<file path="src/hw/eds_regs.vh">
`ifndef EXTENDED_SPACE_REGS_VH
`define EXTENDED_SPACE_REGS_VH
// ==============================================================
// register offsets (byte addresses)
`define OFS_READ_PAGE 12'h000
`define OFS_WRITE_PAGE 12'h004
`define OFS_STATUS 12'h008
`define OFS_MASK 12'h00C
`define OFS_LAST_COST 12'h010
// ==============================================================
// reset values
`define RST_READ_PAGE 10'h001
`define RST_WRITE_PAGE 9'h001
// ==============================================================
// field layout
`define PAGE_BITS 9
`define PAGE_PSV_BIT 9
`define EA_WINDOW_BIT 15
`define EA_OFFSET_BITS 15
`define ST_TRAP 0
`define ST_RMW_REPEAT 1
`define ST_ROLLOVER 2
`define ST_WIDTH 3
// ==============================================================
// target select codes
`define SEL_LOWER 2'h0
`define SEL_EXTENDED 2'h1
`define SEL_PSV 2'h2
`define SEL_TRAP 2'h3
// ==============================================================
// access costs in instruction cycles, and how many repeat reads pay the head cost
`define COST_PLAIN 2'h1
`define COST_EXT_READ 2'h2
`define COST_REP_HEAD 2'h3
`define REP_HEAD_COUNT 2'h2
`endif

</file>
<file path="src/hw/extended_data_page_addressing.v">
// Design decisions made here: the register offsets and the APB interface to the registers.
`timescale 1ns/100ps
`include "eds_regs.vh"
module extended_data_page_addressing
(
  input wire pclk,
  input wire presetn,
  input wire psel,
  input wire penable,
  input wire pwrite,
  input wire [11:0] paddr,
  input wire [31:0] pwdata,
  output reg [31:0] prdata,
  output wire pready,
  output wire pslverr,
  input wire acc_valid,
  input wire acc_write,
  input wire acc_rmw,
  input wire acc_repeat,
  input wire [15:0] acc_ea,
  output wire acc_done,
  output reg [23:0] mem_addr,
  output reg [1:0] mem_sel,
  output reg mem_we,
  output reg trap,
  output wire irq
);
  // ==============================================================
  // registers
  reg [9:0] read_page_select;
  reg [8:0] write_page_select;
  reg [`ST_WIDTH-1:0] status;
  reg [`ST_WIDTH-1:0] mask;
  reg [1:0] last_cost;
  reg [1:0] wait_cnt;
  reg [1:0] rep_index;
  reg [15:0] prev_ea;
  reg prev_ext;

  wire wr_acc = psel && penable && pwrite;
  wire rd_acc = psel && penable && !pwrite;
  // zero wait states: every transfer answers in its first access cycle
  assign pready = 1'b1;
  assign pslverr = 1'b0;

  // ==============================================================
  // access decode
  wire windowed = acc_ea[`EA_WINDOW_BIT];
  // rmw reads through the read page even though it also writes
  wire use_read_page = !acc_write || acc_rmw;
  wire program_space_view = windowed && use_read_page && read_page_select[`PAGE_PSV_BIT];
  wire [9:0] page_val = use_read_page ? read_page_select : {1'b0, write_page_select};
  wire page_zero = windowed && (page_val == 10'h000);
  wire ext_read = windowed && use_read_page && !page_zero;
  reg [1:0] cost;
  reg [23:0] next_addr;
  reg [1:0] next_sel;

  always @*
  begin
    next_addr = {8'h00, acc_ea};
    next_sel = `SEL_LOWER;
    if (!windowed)
    begin
      next_addr = {8'h00, acc_ea};
      next_sel = `SEL_LOWER;
    end
    else if (page_zero)
    begin
      next_addr = 24'h000000;
      next_sel = `SEL_TRAP;
    end
    else if (use_read_page)
    begin
      next_addr = {read_page_select[`PAGE_BITS-1:0], acc_ea[`EA_OFFSET_BITS-1:0]};
      next_sel = program_space_view ? `SEL_PSV : `SEL_EXTENDED;
    end
    else
    begin
      next_addr = {write_page_select, acc_ea[`EA_OFFSET_BITS-1:0]};
      next_sel = `SEL_EXTENDED;
    end
  end

  always @*
  begin
    cost = `COST_PLAIN;
    if (ext_read)
    begin
      if (acc_repeat)
        cost = (rep_index < `REP_HEAD_COUNT) ? `COST_REP_HEAD : `COST_PLAIN;
      else
        cost = `COST_EXT_READ;
    end
  end

  assign acc_done = acc_valid && (wait_cnt == cost - 2'h1);
  wire first_cycle = acc_valid && (wait_cnt == 2'h0);

  // ==============================================================
  // events
  wire ev_trap = first_cycle && page_zero;
  wire ev_rmw_rep = first_cycle && acc_rmw && acc_repeat && windowed;
  // pointer that wrapped inside the window; the page is left as it was
  wire ev_roll = first_cycle && windowed && prev_ext && (prev_ea == 16'hFFFF)
    && (acc_ea == 16'h8000);
  wire [`ST_WIDTH-1:0] ev;
  assign ev = {ev_roll, ev_rmw_rep, ev_trap};
  assign irq = |(status & mask);

  // ==============================================================
  // register file
  always @(posedge pclk or negedge presetn)
  begin
    if (!presetn)
    begin
      read_page_select <= `RST_READ_PAGE;
      write_page_select <= `RST_WRITE_PAGE;
      mask <= 3'h0;
      status <= 3'h0;
    end
    else
    begin
      // page registers change only by software write, never on rollover
      if (wr_acc && paddr == `OFS_READ_PAGE)
        read_page_select <= pwdata[9:0];
      else if (wr_acc && paddr == `OFS_WRITE_PAGE)
        write_page_select <= pwdata[8:0];
      else if (wr_acc && paddr == `OFS_MASK)
        mask <= pwdata[`ST_WIDTH-1:0];
      // read clears; a new event in the same cycle survives
      if (rd_acc && paddr == `OFS_STATUS)
        status <= ev;
      else
        status <= status | ev;
    end
  end

  always @(posedge pclk or negedge presetn)
  begin
    if (!presetn)
      prdata <= 32'h00000000;
    else if (psel && !penable && !pwrite)
    begin
      if (paddr == `OFS_READ_PAGE)
        prdata <= {22'h000000, read_page_select};
      else if (paddr == `OFS_WRITE_PAGE)
        prdata <= {23'h000000, write_page_select};
      else if (paddr == `OFS_STATUS)
        prdata <= {29'h00000000, status};
      else if (paddr == `OFS_MASK)
        prdata <= {29'h00000000, mask};
      else if (paddr == `OFS_LAST_COST)
        prdata <= {30'h00000000, last_cost};
      else
        prdata <= 32'h00000000;
    end
  end

  // ==============================================================
  // access sequencing
  always @(posedge pclk or negedge presetn)
  begin
    if (!presetn)
    begin
      wait_cnt <= 2'h0;
      rep_index <= 2'h0;
      last_cost <= 2'h0;
      mem_addr <= 24'h000000;
      mem_sel <= `SEL_LOWER;
      mem_we <= 1'b0;
      trap <= 1'b0;
      prev_ea <= 16'h0000;
      prev_ext <= 1'b0;
    end
    else
    begin
      trap <= ev_trap;
      if (first_cycle)
      begin
        mem_addr <= next_addr;
        mem_sel <= next_sel;
        mem_we <= acc_write && !page_zero;
        prev_ea <= acc_ea;
        prev_ext <= windowed;
      end
      if (acc_done)
      begin
        wait_cnt <= 2'h0;
        last_cost <= cost;
      end
      else if (acc_valid)
        wait_cnt <= wait_cnt + 2'h1;
      // count only the extended reads that pay the repeat head cost
      if (!acc_repeat)
        rep_index <= 2'h0;
      else if (acc_done && ext_read && rep_index < `REP_HEAD_COUNT)
        rep_index <= rep_index + 2'h1;
    end
  end
endmodule // extended_data_page_addressing

</file>
<file path="config.mk">
export PLATFORM = sky130hd
export DESIGN_NAME = extended_data_page_addressing
export DESIGN_NICKNAME = d
export VERILOG_FILES = /design/src/hw/extended_data_page_addressing.v
export VERILOG_INCLUDE_DIRS = /design/src /design/src/hw
export SDC_FILE = /design/constraint.sdc
export NUM_CORES = 1
export LEC_CHECK = 0
export BUFFER_PORTS_ARGS = -buffer_cell sky130_fd_sc_hd__buf_2
export CORE_ASPECT_RATIO = 0.9
export CORE_MARGIN = 2
export CORE_UTILIZATION = 54
export DETAILED_ROUTE_END_ITERATION = 6
export PLACE_DENSITY = 0.89
export SYNTH_ARGS = -nofsm -noshare
export SYNTH_HDL_FRONTEND = slang
export SYNTH_SLANG_ARGS = --single-unit
</file>
<file path="constraint.sdc">
create_clock -name pclk -period 4.8 [get_ports pclk]
set_input_delay 0.24 -clock pclk [delete_from_list [all_inputs] [get_ports pclk]]
set_output_delay 0.24 -clock pclk [all_outputs]
set_load 0.02 [all_outputs]
</file>
---- Word-level counts from Yosys, hierarchy flattened ----
Index checks and enable logic that the tools add are counted.
Widths: inputs -> output; s select.
word-level totals
  register bits after elaboration ......... 108
  input bits .............................. 69
  output and inout bits ................... 64
  logic and storage cells ................. 89
cells by class
  add/subtract/negate cells ............... 3
  order comparisons ....................... 1
  equality and inequality tests ........... 8
  mux-type cells .......................... 21
  bitwise operators ....................... 4
  reduce and logical (&&, ||, !) cells .... 38
operators by type and width
  kind                  count
  $mux 24               3
  $eq 16x16->1 const B  2
  $logic_and 1x1->1     26
  $eq 12x4->1 const B   2
  $mux 2                12
  $mux 10               2
  $eq 12x3->1 const B   1
  $eq 12x5->1 const B   1
  $logic_not 12->1      1
  $logic_not 10->1      1
  $mux 3                3
  $mux 9                1
  $add 2x1->2 const B   2
  $logic_not 1->1       4
  $and 3x3->3           1
  $or 3x3->3            1
  $reduce_and 3->1      1
  $reduce_or 3->1       1
  $eq 2x2->1            1
  $logic_not 2->1       1
  $lt 2x2->1 const B    1
  $ne 2x1->1 const B    1
  $not 1->1             2
  $reduce_and 2->1      1
  other kinds (3)       3

---- Depth between registers and ports, before layout ----
  depth after elaboration ................. 15
  mapped depth ............................ 8
  depth with buffers taken out ............ 6

---- Worst setup path after synthesis ----
Ideal clock, no wire load.
  kind .................................... in2reg
  start point ............................. input port paddr[8]
  end point ............................... register prdata[3]
  setup time .............................. 0.066 ns
  arrival time ............................ 1.918 ns
  path slack .............................. 2.815 ns
  cell stages on the path ................. 5
  buffers on the path ..................... 1
  path through ............................ or4_4 > or4b_4 > buf_6 > nor4_4 > a221o_1
on the way
  word-level cells in the longest chain between the ends .. 3
  elaborated cells on any way between the ends .. 4
RTL lines
  item                          RTL line                             text
  start, declared               extended_data_page_addressing.v:11   input wire [11:0] paddr,
  $eq 12x3->1 (no source line)  --
  $mux 9                        extended_data_page_addressing.v:147  else if (paddr == `OFS_WRITE_PAGE)
  $mux 10 (*)                   extended_data_page_addressing.v:145  if (paddr == `OFS_READ_PAGE)
  end signal, assigned          extended_data_page_addressing.v:146  prdata <= {22'h000000, read_page_select};
  end signal, assigned          extended_data_page_addressing.v:148  prdata <= {23'h000000, write_page_select};
  end signal, assigned          extended_data_page_addressing.v:150  prdata <= {29'h00000000, status};
  end, declared                 extended_data_page_addressing.v:13   output reg [31:0] prdata,
Every way passes the cells marked *; elsewhere a longest branch is shown, timed or not.
A chain may end at the register's enable or synchronous reset.

---- Worst setup path after layout ----
  start point ............................. register read_page_select[9]
  end point ............................... output port acc_done
on the way
  word-level cells in the longest chain between the ends .. 9
RTL lines
  item                    RTL line                             text
  start, declared         extended_data_page_addressing.v:30   reg [9:0] read_page_select;
  start signal, assigned  extended_data_page_addressing.v:117  read_page_select <= `RST_READ_PAGE;
  start signal, assigned  extended_data_page_addressing.v:126  read_page_select <= pwdata[9:0];
  $mux 10                 extended_data_page_addressing.v:52   wire [9:0] page_val = use_read_page ? read_page_select : {1'b0, write_page_select};
  $logic_not 10->1        extended_data_page_addressing.v:53   wire page_zero = windowed && (page_val == 10'h000);
  $logic_and 1x1->1       extended_data_page_addressing.v:53
  $logic_not 1->1         extended_data_page_addressing.v:54   wire ext_read = windowed && use_read_page && !page_zero;
  $logic_and 1x1->1       extended_data_page_addressing.v:54
  $mux 2                  extended_data_page_addressing.v:88   if (ext_read)
  $sub 2x1->2             extended_data_page_addressing.v:97   assign acc_done = acc_valid && (wait_cnt == cost - 2'h1);
  $eq 2x2->1              extended_data_page_addressing.v:97
  $logic_and 1x1->1       extended_data_page_addressing.v:97
  end, declared           extended_data_page_addressing.v:21   output wire acc_done,
No other way between the ends.

==> qor.csv <==
stage,metric,value,unit
yosys,post-synthesis register bit count,85,
timing,Slew Limit Fails,0,
clock_tree,CTS tree,done,
setup_path,"Data arrival, critical path",2.55,ns
die,Starting Density,0.557,
cells_and_area,fin nets,536,
clock_tree,CTS max path bufs,2,
clock_tree,H-tree levels,3,
timing,fin crit share,0.582,
yosys,Mapped Cells,383,
clock_tree,clock sink count,85,
setup_path,Reg2Reg Capture Point,mem_addr[5]$_DFFE_PN0P_,
yosys,XOR/XNOR share of the synthesized area,0,
routing,DR WL/cell,16.5,µm
global_route,Total GRT Usage,0.241,
setup_path,r2r setup slk,2.18,ns
cells_and_area,area delta synth->final,14.6,%
die,core area,7080,µm²
clock_tree,hold buffer count at cts,0,
cells_and_area,Post-Layout Inst Area,4510,µm²
die,DIE AREA,7990,µm²
global_route,initial antenna violation count,0,
power_and_ir_drop,part of the power in registers,0.549,
cells_and_area,fillers,560,
clock_tree,Post-CTS Resized,0,
timing,Max transition margin,0.319,
power_and_ir_drop,P_leak,2.32,nW
routing,final wirelength,9.24,mm
die,io pins,133,
global_route,total grt overflow,0,
routing,vias per std cell,5.72,
placed_design,gpl congestion,0.894,
power_and_ir_drop,Sw Ratio,0.263,
routing,Residual DRC,0,
setup_path,Worst Path Required,4.56,ns
die,die width,94.0,µm
global_route,first-pass GRT wire length,14.9,mm
timing,slew of the pin with the lowest slew margin,1.02,ns
die,row count,29,
yosys,Post-Syn Area,3940,µm²
power_and_ir_drop,peak supply drop,0.131,mV
placed_design,Placement Cell Area,4350,µm²
yosys,simple logic cell fraction of the synthesized area,0.187,
setup_path,startpoint types,flip-flop,
global_route,number of global-route vias before repair,3134,
run_status,status,"complete, no violations",
placed_design,HPWL after detailed placement,6.54,mm
timing,Max Fclk,358,MHz
yosys,"Distinct cells, synth",49,
routing,Routed Antenna Nets,0,
routing,number of DRC markers in iteration 0,218,
routing,DRT Pass-1 Iters,5,
flow_run,max-capacitance violation count,0,
worst_hold_path,Worst Hold Class,input pin to asynchronous set/reset pin,
yosys,ys async rst share,1.00,
timing,Fin. Hold Viols,0,
cells_and_area,layout cells sized above 1,0.278,
timing,Max Clock Skew,0.00719,ns
clock_tree,CTS Root Cell,clkbuf_8,
routing,Vias,3211,
yosys,mux share of post-synthesis cell area,0.0883,
yosys,"Top FF cell, synth",dfrtp_1,
power_and_ir_drop,Sw Pwr,0.365,mW
timing,Tmin final,2.79,ns
power_and_ir_drop,Pwr per Cell Area,308,nW/µm²
yosys,Syn. warnings,0,
cells_and_area,diode count,0,
yosys,post-synthesis compound-gate area fraction,0.111,
timing,setup TNS,0,ns
setup_path,crit end category,output port,
setup_path,Setup CP Type,flip-flop to output port,
yosys,register area share after synthesis,0.541,
clock_tree,Post-CTS Setup Inserts,0,
setup_path,reg2reg start,wait_cnt[0]$_DFFE_PN0P_,
global_route,largest net degree at the start of global routing,86,
setup_path,crit path max fanout,5,
power_and_ir_drop,internal power,1.02,mW
clock_tree,TritonCTS buffer count,9,
timing,Final setup violation count,0,
clock_tree,Worst-path clk slew,0.08,ns
yosys,Mean Syn Cell Area,10.3,µm²
setup_path,Worst Reg-to-Reg Cells,7,
yosys,adder-cell share of the synthesized area,0.00318,
placed_design,PortBufs,86,
power_and_ir_drop,Comb pwr share,0.116,
timing,RSZ-0062 raised after global routing,false,
die,die height,85.0,µm
power_and_ir_drop,clock network power share,0.336,
yosys,Post-synth EDFFs,0,
yosys,main combinational cell family by area after synthesis,simple AND/OR/NAND/NOR gates,
clock_tree,Worst-Skew Late Latency,0.35,ns
-- synth_stat cells, types with 8 or more instances --
cell,number,share of area
nand4_1,8,0.013
o21ai_0,16,0.020
dfrtp_1,83,0.53
mux2_2,22,0.063
a21oi_1,20,0.025
nand2_1,86,0.082
mux2i_1,10,0.025
inv_1,8,0.0076
buf_4,24,0.046
nor4_1,12,0.019
clkbuf_1,12,0.011
nor2_1,10,0.0095
-- stage by stage --
stage	total power, mW	setup slack (ns)	std cells	hold WS (ns)	utilization
finish	1.39	2.01	561	0.0576	0.638
CTS	1.38	2.05	561	0.107	0.638
detailed placement	0.934	2.35	548	0.465	0.614
floorplan	0.877	2.82	405	-0.0556	-
global placement	0.926	2.45	548	0.460	0.614
global route	1.44	1.90	561	0.136	0.638
-- power groups by stage --
stage	registers (mW)	logic [mW]	clock network, mW
after global placement	0.772	0.154	0
final	0.761	0.161	0.466
after floorplan	0.791	0.0860	0
after global routing	0.765	0.177	0.496
after CTS	0.761	0.160	0.463
after detailed placement	0.774	0.159	0
-- worst max-delay path, stage by stage, from the launching register on --
cell      delay [ns]
dfrtp_1         0.48
nor4_1          0.63
a311oi_1        0.33
a211o_1         0.43
and2_1          0.18
buf_2           0.15
-- cell type report --
class	count	area (µm²)	share of cell area
multi-input combinational	274	1620	0.359
inverter	8	30.0	0.00665
tap	93	116	0.0258
clock buffer	10	128	0.0283
clock inverter	3	40.0	0.00887
sequential	85	2130	0.472
timing repair buffer	88	448	0.0993
-- metal layers --
| layer | global-route usage | vias up | part of all wire |
|---|---|---|---|
| met1 | 0.327 | 1563 | 0.41 |
| met2 | 0.378 | 147 | 0.49 |
| met5 | 0 | - | 0 |
| li1 | - | 1469 | - |
| met3 | 0.0515 | 32 | 0.069 |
| met4 | 0.101 | 0 | 0.029 |
-- registers in the layout, indices dropped and copies added (netlist names) --
| signal | cells |
|---|---|
| status | 3 |
| prdata | 10 |
| read_page_select | 10 |
| last_cost | 2 |
| mem_we | 1 |
| mask | 3 |
| trap | 1 |
| wait_cnt | 2 |
| mem_sel | 2 |
| prev_ea | 16 |
| mem_addr | 24 |
| write_page_select | 9 |
| rep_index | 2 |
-- worst max-delay path by stage --
stage | from | endpoint | slack (ns) | depth (start not counted)
finish | read_page_select[9]$_DFFE_PN0P_ | acc_done | 2.01 | 5
global route | read_page_select[9]$_DFFE_PN0P_ | acc_done | 1.90 | 5
CTS | read_page_select[9]$_DFFE_PN0P_ | acc_done | 2.05 | 5
detailed placement | wait_cnt[0]$_DFFE_PN0P_ | mem_addr[3]$_DFFE_PN0P_ | 2.35 | 7
global placement | wait_cnt[0]$_DFFE_PN0P_ | mem_addr[4]$_DFFE_PN0P_ | 2.45 | 7
floorplan | paddr[8] | prdata[3]$_DFFE_PN0P_ | 2.82 | 5
-- cells by family (layout without fill, tap and decap cells) --
kind of cell	count (synthesis)	after routing
simple gates	150	150
flops	85	85
compound gates	67	67
buf+inv	46	109
mux	32	32
other cells	2	24
fa+ha+maj	1	1
-- placed cells by master, fill, tap and decap left out, types with 6 or more instances in the layout --
| cell type | instances |
|---|---|
| o21ai_0 | 16 |
| clkbuf_8 | 9 |
| inv_1 | 8 |
| nor2_1 | 10 |
| conb_1 | 24 |
| nor4_1 | 12 |
| a221o_1 | 6 |
| buf_2 | 85 |
| mux2i_1 | 10 |
| dfrtp_1 | 83 |
| nand4_1 | 8 |
| a21oi_1 | 20 |
| nand2_1 | 86 |
| mux2_2 | 22 |
| and2_0 | 6 |
Power figures use the tool's default switching activity.
